## config.mk

```make
export PLATFORM = sky130hd
export DESIGN_NAME = osw_clockout
export DESIGN_NICKNAME = d
export VERILOG_FILES = /design/src/rtl/osw_pkg.sv /design/src/rtl/osw_clockout.sv
export VERILOG_INCLUDE_DIRS = /design/src /design/src/rtl
export SDC_FILE = /design/constraint.sdc
export NUM_CORES = 1
export LEC_CHECK = 0
export ABC_AREA = 1
export BUFFER_PORTS_ARGS = -buffer_cell sky130_fd_sc_hd__buf_2
export CORE_MARGIN = 2
export CORE_UTILIZATION = 30
export CTS_CLUSTER_DIAMETER = 200
export CTS_CLUSTER_SIZE = 16
export DETAILED_ROUTE_END_ITERATION = 10
export SLEW_MARGIN = 5
export SYNTH_ARGS = -nofsm -noshare
export SYNTH_HDL_FRONTEND = slang
export SYNTH_SLANG_ARGS = --single-unit
```

## constraint.sdc

```tcl
create_clock -name clk_sys -period 2 [get_ports clk_sys]
set_input_delay 0.4 -clock clk_sys [delete_from_list [all_inputs] [get_ports clk_sys]]
set_output_delay 0.4 -clock clk_sys [all_outputs]
set_load 0.005 [all_outputs]
```

## src/rtl/osw_map.svh

```systemverilog
/*
 * Register map, field positions, reset values and timing counts of the
 * oscillator supervisor and clock output block.
 * Assumes a 32-bit APB slave with word-aligned registers.
 */
// Summary of operation
// - A failure reset is requested when the oscillator runs slower than the reference.
// - The failure reset stays on while failed and three oscillator cycles after recovery.
// - While that reset is held every port pin shows a one.
// - The reference runs at 300 kHz and is the failure threshold.
// - The comparator watches the raw oscillator, so slow-down never causes a failure.
// - Supervision is off while the enable pin is low, on while high or open.
// - A failure sets a status flag, cleared by outside hardware reset or by software.
// - Phases run at the oscillator rate, states at half of it, machine cycles at osc/12.
// - With the clock-out enable bit set pin six of port one carries osc/12.
// - The clock output is high only in phases one and two of state three.
// - During an external move the high phase falls in the last strobed state three.
// - In slow-down mode the clock output is divided by a further eight.
// - The failure flag is the top bit of the status register, settable by software.
`ifndef OSW_MAP_SVH
`define OSW_MAP_SVH

// register indices; byte address is four times the index
`define OSW_IDX_ADCCTL 10'h0d8
`define OSW_IDX_STATUS 10'h0a9
`define OSW_IDX_CTRL 10'h000
`define OSW_IDX_LIVE 10'h001

`define OSW_BIT_CLKEN 6
`define OSW_BIT_FAILFLAG 7
`define OSW_BIT_SLOW 0
`define OSW_BIT_LATCH 1

`define OSW_ADCCTL_RST 8'h00
`define OSW_CTRL_RST 8'h02

`define OSW_CLK_KHZ 25000
`define OSW_REF_KHZ 300
`define OSW_REF_CYCLES (`OSW_CLK_KHZ / `OSW_REF_KHZ)
`define OSW_RECOVER_EDGES 3
`define OSW_PHASES_PER_CYCLE 12
`define OSW_HIGH_PH_A 4
`define OSW_HIGH_PH_B 5
`define OSW_SLOW_DIV 8

`endif

```

## src/rtl/osw_pkg.sv

```systemverilog
/*
 * Types shared by the oscillator supervisor block.
 * Assumes osw_map.svh supplies all numbers.
 */
`default_nettype none
package osw_pkg;
    // supervisor states, gray along good -> failed -> recover, two bits change back to good
    typedef enum logic [1:0] {
        OSW_GOOD = 2'b00,
        OSW_FAILED = 2'b01,
        OSW_RECOVER = 2'b11
    } osw_state_type;

    typedef struct packed {
        logic slowDown;
        logic pinLatch;
    } osw_ctrl_type;

    typedef struct packed {
        logic superviseOn;
        logic failReset;
        logic oscFailed;
    } osw_live_type;
endpackage : osw_pkg
`default_nettype wire

```

## src/rtl/osw_clockout.sv

```systemverilog
/*
 * Oscillator supervisor, internal phase timing, clock output and chip
 * reset merge, with an APB register slave.
 * Assumes crystal, enable and reset pins arrive asynchronous to clk_sys
 * and that the oscillator stays below half the clk_sys rate.
 */
`timescale 1ns/100ps
`default_nettype none
`include "osw_map.svh"

module osw_clockout #(
    parameter int REF_CYCLES = `OSW_REF_CYCLES,
    parameter int RECOVER_EDGES = `OSW_RECOVER_EDGES
) (
    input wire logic clk_sys,
    input wire logic rst,
    input wire logic crystalIn,
    input wire logic oscSuperviseEnablePin,
    input wire logic extResetN,
    input wire logic wdtReset,
    input wire logic slowDownMode,
    input wire logic externalMoveInstr,
    input wire logic [7:0] portOutLatch,
    input wire logic psel,
    input wire logic penable,
    input wire logic pwrite,
    input wire logic [11:0] paddr,
    input wire logic [31:0] pwdata,
    output logic [31:0] prdata,
    output logic pready,
    output logic pslverr,
    output logic chipReset,
    output logic state3Phase1,
    output logic state3Phase2,
    output logic portOneSixOut,
    output logic [7:0] portPins
);
    // ------------------------------------------------------------
    // pin synchronisers
    // ------------------------------------------------------------
    logic [1:0] xtalSync_q;
    logic [1:0] enSync_q;
    logic [1:0] extSync_q;
    logic xtalLast_q;
    logic oscEdge;

    always_ff @(posedge clk_sys) begin
        if (rst) begin
            xtalSync_q <= 2'b00;
            enSync_q <= 2'b11;
            extSync_q <= 2'b11;
            xtalLast_q <= 1'b0;
        end else begin
            xtalSync_q <= {xtalSync_q[0], crystalIn};
            enSync_q <= {enSync_q[0], oscSuperviseEnablePin};
            extSync_q <= {extSync_q[0], extResetN};
            xtalLast_q <= xtalSync_q[1];
        end
    end

    // raw oscillator edge, never the divided cpu clock
    assign oscEdge = xtalSync_q[1] & ~xtalLast_q;

    logic superviseOn;
    logic extResetHit;
    assign superviseOn = enSync_q[1];
    assign extResetHit = ~extSync_q[1];

    // ------------------------------------------------------------
    // reference period and frequency comparator
    // ------------------------------------------------------------
    logic [15:0] refCnt_q;
    logic refTick;
    logic edgeSeen_q;
    logic failNow;

    assign refTick = (refCnt_q == 16'(REF_CYCLES - 1));

    always_ff @(posedge clk_sys) begin
        if (rst || refTick) begin
            refCnt_q <= 16'h0000;
        end else begin
            refCnt_q <= refCnt_q + 16'h0001;
        end
    end

    always_ff @(posedge clk_sys) begin
        if (rst || refTick) begin
            edgeSeen_q <= 1'b0;
        end else if (oscEdge) begin
            edgeSeen_q <= 1'b1;
        end
    end

    // no oscillator edge in a whole reference period: slower than reference
    assign failNow = refTick & ~edgeSeen_q & ~oscEdge & superviseOn;

    // ------------------------------------------------------------
    // supervisor state
    // ------------------------------------------------------------
    osw_pkg::osw_state_type state_q;
    osw_pkg::osw_state_type state_d;
    logic [1:0] recoverCnt_q;

    always_comb begin
        state_d = state_q;
        case (state_q)
            osw_pkg::OSW_GOOD: begin
                if (failNow) begin
                    state_d = osw_pkg::OSW_FAILED;
                end
            end
            osw_pkg::OSW_FAILED: begin
                if (oscEdge) begin
                    state_d = osw_pkg::OSW_RECOVER;
                end
            end
            osw_pkg::OSW_RECOVER: begin
                if (failNow) begin
                    state_d = osw_pkg::OSW_FAILED;
                end else if (oscEdge && recoverCnt_q == 2'(RECOVER_EDGES - 1)) begin
                    state_d = osw_pkg::OSW_GOOD;
                end
            end
            default: begin
                state_d = osw_pkg::OSW_GOOD;
            end
        endcase
        if (!superviseOn) begin
            state_d = osw_pkg::OSW_GOOD;
        end
    end

    always_ff @(posedge clk_sys) begin
        if (rst) begin
            state_q <= osw_pkg::OSW_GOOD;
        end else begin
            state_q <= state_d;
        end
    end

    always_ff @(posedge clk_sys) begin
        if (rst || state_q != osw_pkg::OSW_RECOVER) begin
            recoverCnt_q <= 2'b00;
        end else if (oscEdge) begin
            recoverCnt_q <= recoverCnt_q + 2'b01;
        end
    end

    logic failReset;
    assign failReset = (state_q != osw_pkg::OSW_GOOD);

    // ------------------------------------------------------------
    // chip reset merge
    // ------------------------------------------------------------
    always_ff @(posedge clk_sys) begin
        if (rst) begin
            chipReset <= 1'b1;
        end else begin
            chipReset <= failReset | extResetHit | wdtReset;
        end
    end

    // ------------------------------------------------------------
    // phase timing: one step per oscillator edge, two phases per state
    // ------------------------------------------------------------
    logic [3:0] phaseCnt_q;
    logic [2:0] slowCnt_q;
    logic cycleEnd;

    assign cycleEnd = oscEdge && phaseCnt_q == 4'(`OSW_PHASES_PER_CYCLE - 1);

    always_ff @(posedge clk_sys) begin
        if (rst || chipReset) begin
            phaseCnt_q <= 4'h0;
        end else if (cycleEnd) begin
            phaseCnt_q <= 4'h0;
        end else if (oscEdge) begin
            phaseCnt_q <= phaseCnt_q + 4'h1;
        end
    end

    always_ff @(posedge clk_sys) begin
        if (rst || chipReset || !slowDownMode) begin
            slowCnt_q <= 3'h0;
        end else if (cycleEnd) begin
            slowCnt_q <= slowCnt_q + 3'h1;
        end
    end

    logic highPhA;
    logic highPhB;
    logic slowGate;
    assign highPhA = (phaseCnt_q == 4'(`OSW_HIGH_PH_A));
    assign highPhB = (phaseCnt_q == 4'(`OSW_HIGH_PH_B));
    // a strobed external move keeps its state three high even when slowed
    assign slowGate = !slowDownMode || slowCnt_q == 3'h0 || externalMoveInstr;

    always_ff @(posedge clk_sys) begin
        if (rst) begin
            state3Phase1 <= 1'b0;
            state3Phase2 <= 1'b0;
        end else begin
            state3Phase1 <= highPhA & ~chipReset;
            state3Phase2 <= highPhB & ~chipReset;
        end
    end

    // ------------------------------------------------------------
    // registers
    // ------------------------------------------------------------
    logic [7:0] adcCtl_q;
    osw_pkg::osw_ctrl_type ctrl_q;
    logic failFlag_q;
    // reset value split per field: the struct is narrower than the map word
    localparam logic [7:0] CTRL_RST = `OSW_CTRL_RST;
    logic [9:0] regIdx;
    logic wrEn;
    logic mapped;

    assign regIdx = paddr[11:2];
    assign wrEn = psel & penable & pready & pwrite;
    assign mapped = regIdx == `OSW_IDX_ADCCTL || regIdx == `OSW_IDX_STATUS
                 || regIdx == `OSW_IDX_CTRL || regIdx == `OSW_IDX_LIVE;

    always_ff @(posedge clk_sys) begin
        if (rst) begin
            adcCtl_q <= `OSW_ADCCTL_RST;
        end else if (wrEn && regIdx == `OSW_IDX_ADCCTL) begin
            adcCtl_q <= pwdata[7:0];
        end
    end

    always_ff @(posedge clk_sys) begin
        if (rst) begin
            ctrl_q.slowDown <= CTRL_RST[`OSW_BIT_SLOW];
            ctrl_q.pinLatch <= CTRL_RST[`OSW_BIT_LATCH];
        end else if (wrEn && regIdx == `OSW_IDX_CTRL) begin
            ctrl_q.slowDown <= pwdata[`OSW_BIT_SLOW];
            ctrl_q.pinLatch <= pwdata[`OSW_BIT_LATCH];
        end
    end

    // hardware set wins over a software clear in the same cycle
    always_ff @(posedge clk_sys) begin
        if (rst || extResetHit) begin
            failFlag_q <= 1'b0;
        end else if (failNow) begin
            failFlag_q <= 1'b1;
        end else if (wrEn && regIdx == `OSW_IDX_STATUS) begin
            failFlag_q <= pwdata[`OSW_BIT_FAILFLAG];
        end
    end

    osw_pkg::osw_live_type live;
    assign live = '{superviseOn: superviseOn, failReset: failReset,
                    oscFailed: (state_q == osw_pkg::OSW_FAILED)};

    logic [31:0] rdMux;
    always_comb begin
        rdMux = 32'h0000_0000;
        case (regIdx)
            `OSW_IDX_ADCCTL: rdMux[7:0] = adcCtl_q;
            `OSW_IDX_STATUS: rdMux[`OSW_BIT_FAILFLAG] = failFlag_q;
            `OSW_IDX_CTRL: begin
                rdMux[`OSW_BIT_SLOW] = ctrl_q.slowDown;
                rdMux[`OSW_BIT_LATCH] = ctrl_q.pinLatch;
            end
            `OSW_IDX_LIVE: rdMux[2:0] = live;
            default: rdMux = 32'h0000_0000;
        endcase
    end

    // one wait-free access phase: answer prepared during setup
    always_ff @(posedge clk_sys) begin
        if (rst) begin
            pready <= 1'b0;
            pslverr <= 1'b0;
            prdata <= 32'h0000_0000;
        end else begin
            pready <= psel & ~penable;
            pslverr <= psel & ~penable & ~mapped;
            prdata <= (psel && !penable && !pwrite) ? rdMux : 32'h0000_0000;
        end
    end

    // ------------------------------------------------------------
    // pins: clock output and forced ones under failure reset
    // ------------------------------------------------------------
    logic clkOutLevel;
    assign clkOutLevel = (highPhA | highPhB) & slowGate;

    always_ff @(posedge clk_sys) begin
        if (rst) begin
            portOneSixOut <= 1'b1;
            portPins <= 8'hff;
        end else if (chipReset) begin
            portOneSixOut <= 1'b1;
            portPins <= 8'hff;
        end else begin
            // latch must hold one or the output stays low
            portOneSixOut <= ctrl_q.pinLatch
                & (adcCtl_q[`OSW_BIT_CLKEN] ? clkOutLevel : 1'b1);
            portPins <= portOutLatch;
        end
    end
endmodule : osw_clockout
`default_nettype wire

```

# After elaboration in Yosys (flattened, before gate mapping)
# Index checks and enable logic that the tools add are counted.
[classes] addsub=4 reduce_logical=31 bitwise_logic=26 n_eq_ne=14 muxes=11
[ops] op="$eq A10 B8 Y1 const B" count=2
[ops] op="$add A16 B1 Y16 const B" count=1
[ops] op="$eq A16 B7 Y1 const B" count=1
[ops] op="$and A1 B1 Y1" count=13
[ops] op="$pmux W2 S3" count=2
[ops] op="$eq A10 B1 Y1 const B" count=1
[ops] op="$logic_not A10 Y1" count=1
[ops] op="$logic_or A1 B1 Y1" count=10
[ops] op="$not A1 Y1" count=10
[ops] op="$eq A4 B3 Y1 const B" count=2
[ops] op="$mux W2" count=4
[ops] op="$reduce_or A2 Y1" count=4
[ops] op="$logic_and A1 B1 Y1" count=7
[ops] op="$ne A2 B2 Y1 const B" count=3
[ops] op="$add A4 B1 Y4 const B" count=1
[ops] op="$eq A2 B2 Y1 const B" count=2
[ops] op="$eq A4 B4 Y1 const B" count=1
[ops] op="$pmux W1 S2" count=2
[ops] op="$reduce_bool A2 Y1" count=2
[ops] op="$add A3 B1 Y3 const B" count=1
[ops] op="$logic_not A1 Y1" count=3
[ops] op="$logic_not A3 Y1" count=1
[ops] op="$mux W1" count=3
[ops] op="$ne A3 B3 Y1 const B" count=1
[ops] op="6 further kinds" count=8
[totals] out_inout_bits=46 regBits=92 input_bits=63

# Depth between registers and ports, before layout
# Gate-level depths: netlist (run 1).
[depth] ltp_word=7 ltp_mapped=10 depth_no_buf=10

# Worst setup path after synthesis (run 1)
# Ideal clock, no wire load.
[synth_path] kind="reg-to-reg" from="register refCnt_q[0]" to="register refCnt_q[12]" required_time_ns=1.884 path_stages_with_launch=8 period_less_slack_ns=1.286 path_slack_ns=0.714 arrival_time_ns=1.170 cell_sequence="dfxtp_1 ha_1 nand3_2 inv_2 nand4_4 nor2_4 nand2_1 nor3b_2"
[synth_via] elab_chain_len=2 elab_cells_between_ends=3
[synth_lines] element="start: declaration" line="osw_clockout.sv:72" rtl="logic [15:0] refCnt_q;"
[synth_lines] element="start signal: assignment" line="osw_clockout.sv:83" rtl="refCnt_q <= refCnt_q + 16'h0001;"
[synth_lines] element="branches (longest 2 deep; another with $add A16 B1 Y16)"
# Parallel ways; which one is timed is not known.
# A chain may end at the register's enable or synchronous reset.

# Worst setup path after layout (run 1)
# Same ends and word-level chain as after synthesis.

==> results.toml, run 1 <==
[routing]
route.detailed.drc = 0
antenna_left = 0
num_vias = 2505
wl_per_cell_um = 9.94
drt_iter0_markers = 103
dr.pass1.iters = 5
via_per_inst = 4.18
drt-total-wl_um = 5960

[sta]
slew_viol_final = 0
hold_ws_ps = 236
tns_ps = 0
rsz0062_at_grt = "false"
hold_violations = 0
fin_crit_sh = 0.719
min_period_ps = 1440
max_freq_ghz = 0.695
skew_ps = 7.11
setup_viol = 0

[synthesis]
netlist_area_um2 = 3120
ys.flop_type = "dfxtp_1"
synth_cells = 395
ys_top_cells_by_area = "dfxtp_1, nand2_1, inv_1"
synth_common_cells = "dfxtp_1, nand2_1, inv_1"
async_reset_ff_frac = 0
synth_top_cell_by_area = "dfxtp_1"
yosysSeqAreaShare = 0.436
ys_ff_latch = 68
yosysMostFrequentCell = "dfxtp_1"
ys_warn_count = 0
syn_area_per_cell_um2 = 7.90
synth_edf_count = 0
synth.distinct_cells = 35
synth_top_area_frac = 0.436

[place]
place.port_buffers = 58
gp_routability_congestion = 0.789
dp_cells = 585
hpwl_um = 4570

[setup_path]
cp_num_buf_inv = 1
worstSetupStartpoint = "refCnt_q[0]$_SDFF_PP0_"
worstRegToRegCells = 7
r2r_start = "refCnt_q[0]$_SDFF_PP0_"
cp.arrival_ps = 1670
crit_end = "refCnt_q[12]$_SDFF_PP0_"
worstSetupPathType = "reg2reg"
slowest_stage = "dfxtp_1"
critPathMaxFanout = 5
critical-path-max-stage-delay_ps = 400
critical_path.top_delay_family = "simple AND/OR/NAND/NOR gates"
critPathRequiredTime_ps = 2230
path_cells = "ha_1 > nand3_2 > inv_2 > nand4_4 > nor2_4 > nand2_1 > nor3b_2"
critPathLaunchType = "register"
worstReg2RegEnd = "refCnt_q[12]$_SDFF_PP0_"
critPathCaptureType = "register"
ff2ff_setup_slack_ps = 560
path_depth = 7

[pwr]
p_seq_frac = 0.552
peakVddDrop_mv = 0.321
combPwrFrac = 0.055
power_per_cell_area_nw_per_um2 = 689
p_switching_mw = 0.637
clkPwrFrac = 0.393
p_leak_nw = 1.57
cell_internal_pwr_mw = 1.87
p_sw_frac = 0.254

[clocking]
cts.path.max_buffers = 2
cts_resized = 0
cts_tree = "built"
h-tree-depth = 3
clkLatencyLatePin_ps = 340
path_clk_slew_ps = 80
cts_post_setup_buffers_inserted = 0
hold_buffers = 0
clkSinkCount = 68
root_buffer = "clkbuf_8"
numCtsBuffers = 9

[layout]
nets = 531
area_delta_synth_final_pct = 16.6
fin_util = 0.356
finalNonFillerCells = 600
layout-drive-gt1-share = 0.254
insertedDiodeCount = 0

[global_route]
antenna_found_initial = 0
track_usage = 0.114
first_global_vias = 2389
grt_pass1_wl_um = 10300
overflow = 0
grt_max_degree = 18

[floorplanning]
row_count = 37
start_util = 0.305
pin_count = 109
die_h_um = 106
core_um2 = 10200
die_x_um = 106
die_area_um2 = 11200

[min_path]
hold_path.class = "in2reg"

[outcome]
outcome = "complete, no violations"

[job]
drv_cap = 0
## cell families (layout without fill, tap and decap cells)
| logic type | after synthesis | after routing | share of synthesized area |
|---|---|---|---|
| and+or+nand+nor | 181 | 181 | 0.302 |
| buffers and inverters | 86 | 132 | 0.135 |
| DFF | 68 | 68 | 0.436 |
| AOI/OAI and AO/OA | 44 | 44 | 0.0742 |
| adders and majority gates | 8 | 8 | 0.0321 |
| xor gates and xnor gates | 7 | 7 | 0.0196 |
| other | 1 | 24 | 0.00120 |
## per-stage QoR
| stage | setup slack (ps) | power (mW) | area, µm² |
|---|---|---|---|
| after detailed placement | 404 | 1.56 | 3470 |
| final | 562 | 2.51 | 3640 |
| after global routing | 376 | 2.63 | 3640 |
| after floorplan | 714 | 1.52 | 3210 |
| after CTS | 551 | 2.53 | 3640 |
| after global placement | 420 | 1.55 | 3470 |
## worst reg2reg max path: stages, from the launching register on
cell     delay, ps
dfxtp_1        400
ha_1           230
nand3_2        140
inv_2          110
nand4_4        120
nor2_4         140
nand2_1         50
nor3b_2        140
## sequential cells by signal, summed over array words and instances (netlist names)
register,cells
xtalSync_q,2
state3Phase1,1
extSync_q,2
enSync_q,2
pready,1
portOneSixOut,1
ctrl_q,2
portPins,8
state3Phase2,1
xtalLast_q,1
prdata,8
pslverr,1
adcCtl_q,8
chipReset,1
phaseCnt_q,4
failFlag_q,1
refCnt_q,16
edgeSeen_q,1
recoverCnt_q,2
state_q,2
slowCnt_q,3
## cell type report
cell class	instances	area, µm²
sequential	68	1360
inverter	58	220
tap	136	170
multi-input combinational	264	1430
clock inverter	6	41.3
timing repair buffer	59	298
fill	1096	6590
clock buffer	9	124
## layout by cell type, fill, tap and decap left out, drive strengths merged, types with 10 or more instances in the layout
master | synthesis | final
nand3 | 27 | 27
buf | 26 | 59
nand2 | 60 | 60
or2 | 15 | 15
dfxtp | 68 | 68
o21ai | 16 | 16
nand4 | 10 | 10
inv | 57 | 58
nor2 | 59 | 59
a21oi | 25 | 25
conb | 1 | 24
## per-layer routing
| layer | up-vias | GRT usage | part of all wire |
|---|---|---|---|
| met1 | 1116 | 0.138 | 0.47 |
| met3 | 8 | 0.0448 | 0.056 |
| li1 | 1321 | - | - |
| met5 | - | 0 | 0 |
| met4 | 0 | 0.0432 | 0.016 |
| met2 | 60 | 0.183 | 0.46 |
## power groups by stage
stage                     Combinational [mW]  Sequential (mW)  Clock, mW
after global routing                   0.160             1.39       1.08
after global placement                 0.137             1.42          0
after CTS                              0.140             1.38       1.01
after detailed placement               0.139             1.42          0
after floorplan                        0.110             1.41          0
final                                  0.138             1.38      0.984
## worst min-delay path by stage
stage	start	endpoint	slack, ps	cells after the start
3_3_place_gp	xtalSync_q[0]$_SDFF_PP0_	xtalSync_q[1]$_SDFF_PP0_	390	2
5_1_grt	wdtReset	chipReset$_SDFF_PP1_	210	3
3_5_place_dp	xtalSync_q[0]$_SDFF_PP0_	xtalSync_q[1]$_SDFF_PP0_	390	2
2_1_floorplan	xtalSync_q[0]$_SDFF_PP0_	xtalSync_q[1]$_SDFF_PP0_	390	2
4_1_cts	wdtReset	chipReset$_SDFF_PP1_	220	3
6_report	wdtReset	chipReset$_SDFF_PP1_	240	3
(Power assumes the default switching activity.)
==> run 2: changes to the inputs <==
clock period = 1.22 ns   (was 2 ns; I/O delays follow)
==> results.toml, run 2 (synthesized netlist as in run 1, its figures left out) <==
[outcome]
violations = "negative setup slack"
outcome = "complete, but fails checks"

[routing]
drt-total-wl_um = 6300
route.detailed.drc = 0
drt_iter0_markers = 107
wl_per_cell_um = 9.83
via_per_inst = 4.19
num_vias = 2686
antenna_left = 0
dr.pass1.iters = 4

[global_route]
grt_max_degree = 18
antenna_found_initial = 0
grt_pass1_wl_um = 10200
overflow = 0
first_global_vias = 2497
track_usage = 0.111

[floorplanning]
die_area_um2 = 11200
core_um2 = 10200
pin_count = 109
start_util = 0.305
die_h_um = 106
row_count = 37
die_x_um = 106

[job]
drv_cap = 0

[sta]
rsz0062_at_grt = "true"
final.setup.worst_slack_ps = -134
min_period_ps = 1350
tns_ps = -1940
slew_viol_final = 0
skew_ps = 6.71
hold_violations = 0
fin_crit_sh = 1.11
setup_viol = 24
max_freq_ghz = 0.739
hold_ws_ps = 80.1

[layout]
fin_util = 0.414
final_common_cell = "dfxtp_1"
layout-drive-gt1-share = 0.408
final_cell_mix = "dfxtp_1, buf_2, nand2_1, nor2_1, inv_1"
nets = 571
fillCellCount = 1036
multi_input_area_um2 = 1600
area_delta_synth_final_pct = 35.6
largest_reg_flops = 16
insertedDiodeCount = 0
seq_area_um2 = 1380
largest-register = "refCnt_q"

[clocking]
clkLatencyLatePin_ps = 340
h-tree-depth = 3
clkSinkCount = 68
cts_tree = "built"
numCtsBuffers = 9
path_clk_slew_ps = 80
hold_buffers = 0
cts.path.max_buffers = 2
root_buffer = "clkbuf_8"

[setup_path]
critPathMaxFanout = 5
critPathCaptureType = "register"
critPathRequiredTime_ps = 1500
worstSetupPathType = "reg2reg"
cp.arrival_ps = 1630
critPathLaunchType = "register"

[pwr]
peakVddDrop_mv = 0.831
p_leak_nw = 1.83
p_total_mw = 4.65
power_per_cell_area_nw_per_um2 = 1100

[place]
dp_slack_ps = -142
hpwl_um = 4660
gp_routability_congestion = 0.848
place.port_buffers = 58

[min_path]
hold_path.class = "in2reg"
[run 2: cell count changes in the layout (fill, tap and decap cells not counted), moves of 7 or more]
| cell | change |
|---|---|
| inv_2 | +10 |
| o21ai_0 | -9 |
| or2_4 | +8 |
| dfxtp_1 | -8 |
| or2_2 | -8 |
| nor2_1 | -7 |
| o21ai_1 | +9 |
| buf_4 | +36 |
| inv_1 | -13 |
[run 2: layout make-up]
| cell class | count | share of cell area |
|---|---|---|
| clock inverter | 6 | 0.0204 |
| clock buffer | 10 | 0.0325 |
| timing repair buffer | 99 | 0.150 |
| multi-input combinational | 264 | 0.377 |
| sequential | 68 | 0.326 |
| inverter | 58 | 0.0541 |
| tap | 136 | 0.0402 |
[run 2: metal layers]
| metal | track usage | vias up | wire length, µm |
|---|---|---|---|
| met5 | 0 | - | 0 |
| met4 | 0.0291 | 0 | 73 |
| met3 | 0.0423 | 7 | 326 |
| met2 | 0.186 | 57 | 3050 |
| met1 | 0.134 | 1209 | 2850 |
| li1 | - | 1413 | - |
[run 2: power by group]
part	internal [mW]	switching, mW
combinational	0.146	0.159
sequential	2.25	0.0245
clock	1.21	0.870
total	3.60	1.05
[run 2: path summary, 6_finish.rpt]
| path | start | endpoint | slack (ps) | depth (start not counted) |
|---|---|---|---|---|
| setup / recovery | refCnt_q[0]$_SDFF_PP0_ | state_q[1]$_SDFFE_PP0P_ | -130 | 10 |
| hold / removal | extResetN | extSync_q[0]$_SDFF_PP1_ | 80 | 2 |
| setup reg to reg | refCnt_q[0]$_SDFF_PP0_ | state_q[1]$_SDFFE_PP0P_ | -130 | 10 |
| hold reg to reg | extSync_q[0]$_SDFF_PP1_ | extSync_q[1]$_SDFF_PP1_ | 410 | 1 |
[run 2: critical path, stage by stage, from the launching register on]
cell and delay, ps:
dfxtp_4 370, inv_4 60, ha_4 120, inv_2 30, nor2_2 70, nand2_1 70
nor2_2 140, nand3_2 130, nand2_2 110, nand3_2 70, a21oi_2 120
[run 2: repair_timing]
| action | in CTS | in global routing |
|---|---|---|
| pin swaps | 3 | 20 |
| endpoints found under the setup margin | 27 | 43 |
| resized for setup | 12 | 64 |
| buffers inserted | 2 | 6 |
| gates cloned | 0 | 1 |
[run 2: metrics by stage]
step,cell area [µm²],cells
floorplan,3230,418
global placement,3720,616
detailed placement,3720,616
CTS,4010,634
global route,4230,641
finish,4230,641
==> run 3: changes to the inputs <==
clock period = 1.5 ns   (was 1.22 ns; I/O delays follow)
==> results.toml, run 3 (synthesized netlist as in run 1, its figures left out) <==
[outcome]
outcome = "complete, no violations"

[routing]
via_per_inst = 4.21
route.detailed.drc = 0
drt_iter0_markers = 116
dr.pass1.iters = 4
antenna_left = 0
drt-total-wl_um = 5940
num_vias = 2550
wl_per_cell_um = 9.81

[global_route]
antenna_found_initial = 0
overflow = 0
first_global_vias = 2263
grt_pass1_wl_um = 9930
grt_max_degree = 18
track_usage = 0.111

[min_path]
hold_path.class = "in2reg"
hold_path_depth = 2
min_to = "portPins[4]$_SDFF_PP1_"
hold_path_startpoint = "portOutLatch[4]"

[floorplanning]
core_um2 = 10200
pin_count = 109
row_count = 37
die_area_um2 = 11200
die_h_um = 106
die_x_um = 106
start_util = 0.305

[pwr]
p_seq_frac = 0.501
power_per_cell_area_nw_per_um2 = 988
clkPwrFrac = 0.447
p_total_mw = 3.69
peakVddDrop_mv = 0.467
combPwrFrac = 0.052
cell_internal_pwr_mw = 2.85
p_sw_frac = 0.228
p_leak_nw = 1.61
p_switching_mw = 0.839

[setup_path]
critical_path.top_delay_family = "compound AO/OA/AOI/OAI gates"
worstSetupPathType = "reg2reg"
critical-path-max-stage-delay_ps = 340
slowest_stage = "dfxtp_1"
critPathRequiredTime_ps = 1780
crit_top_cell = "inv_1"
critPathCaptureType = "register"
path_cells = "inv_1 > ha_1 > inv_1 > nor2_1 > o21ai_0 > inv_1 > nand3_1 > nand2_1 > a21oi_1"
r2r_start = "recoverCnt_q[0]$_SDFFE_PP0P_"
worstRegToRegCells = 9
critPathLaunchType = "register"
critPathMaxFanout = 3
cp_num_buf_inv = 3
ff2ff_setup_slack_ps = 150
worstReg2RegEnd = "state_q[0]$_SDFFE_PP0P_"
cp.arrival_ps = 1640

[sta]
hold_violations = 0
max_freq_ghz = 0.738
fin_crit_sh = 0.903
tns_ps = 0
rsz0062_at_grt = "false"
slew_viol_final = 0
min_period_ps = 1350
setup_viol = 0
skew_ps = 9.68

[clocking]
h-tree-depth = 3
numCtsBuffers = 9
hold_buffers = 0
clkSinkCount = 68
path_clk_slew_ps = 80
cts_post_setup_buffers_inserted = 0
cts_tree = "built"
cts.path.max_buffers = 2
cts_resized = 0
root_buffer = "clkbuf_8"
clkLatencyLatePin_ps = 350

[layout]
nets = 535
insertedDiodeCount = 0
largest-register = "refCnt_q"
largest_reg_flops = 16
final_common_cell = "dfxtp_1"
final_cell_mix = "dfxtp_1, buf_2, nand2_1, inv_1, nor2_1"
layout-drive-gt1-share = 0.264
area_delta_synth_final_pct = 19.5
fillCellCount = 1083

[place]
place.port_buffers = 58
hpwl_um = 4540
gp_routability_congestion = 0.801

[job]
drv_cap = 0
[run 3: metrics by stage]
| stage | hold WS, ps | cells | area [µm²] | utilization | setup WS [ps] |
|---|---|---|---|---|---|
| detailed placement | 402 | 589 | 3500 | 0.343 | 76.3 |
| global placement | 394 | 589 | 3500 | 0.343 | 96.5 |
| floorplan | 388 | 418 | 3210 | - | 214 |
| finish | 133 | 605 | 3730 | 0.364 | 145 |
| global route | 117 | 605 | 3730 | 0.364 | 17.9 |
| CTS | 117 | 605 | 3720 | 0.364 | 76.1 |
[run 3: cell type report]
cell class	count	area, µm²	share of cell area
Clock buffer	10	128	0.0342
Clock inverter	6	88.8	0.0238
Inverter	58	220	0.0591
Multi-Input combinational cell	264	1430	0.384
Sequential cell	68	1360	0.366
Tap cell	136	170	0.0456
Timing Repair Buffer	63	328	0.0879
[run 3: worst max-delay path by stage]
stage,slack (ps),to,start,cells past startpoint
2_1_floorplan,210,refCnt_q[12]$_SDFF_PP0_,refCnt_q[0]$_SDFF_PP0_,7
3_3_place_gp,100,slowCnt_q[1]$_SDFFE_PP0P_,rst,6
3_5_place_dp,80,adcCtl_q[6]$_SDFFE_PP0P_,paddr[11],7
4_1_cts,80,refCnt_q[12]$_SDFF_PP0_,refCnt_q[0]$_SDFF_PP0_,7
5_1_grt,20,state_q[0]$_SDFFE_PP0P_,recoverCnt_q[0]$_SDFFE_PP0P_,9
6_report,150,state_q[0]$_SDFFE_PP0P_,recoverCnt_q[0]$_SDFFE_PP0P_,9
[run 3: metal layers]
layer | part of all wire | wire length (µm) | GRT usage | vias to the layer above
met4 | 0.029 | 174 | 0.0714 | 0
met3 | 0.059 | 349 | 0.0300 | 13
met1 | 0.46 | 2740 | 0.140 | 1133
li1 | - | - | - | 1342
met2 | 0.45 | 2670 | 0.167 | 62
met5 | 0 | 0 | 0 | -
[run 3: worst reg2reg max path: stages (launching register included)]
cell     delay (ps)
dfxtp_1         340
inv_1            60
ha_1            190
inv_1            50
nor2_1           40
o21ai_0         270
inv_1            90
nand3_1         100
nand2_1          50
a21oi_1         110
[run 3: power by group through the flow]
stage / registers, mW / logic [mW] / clock network [mW]
floorplan: 1.89 / 0.147 / 0
global placement: 1.89 / 0.189 / 0
detailed placement: 1.89 / 0.192 / 0
CTS: 1.85 / 0.192 / 1.70
global route: 1.85 / 0.220 / 1.77
finish: 1.85 / 0.191 / 1.65
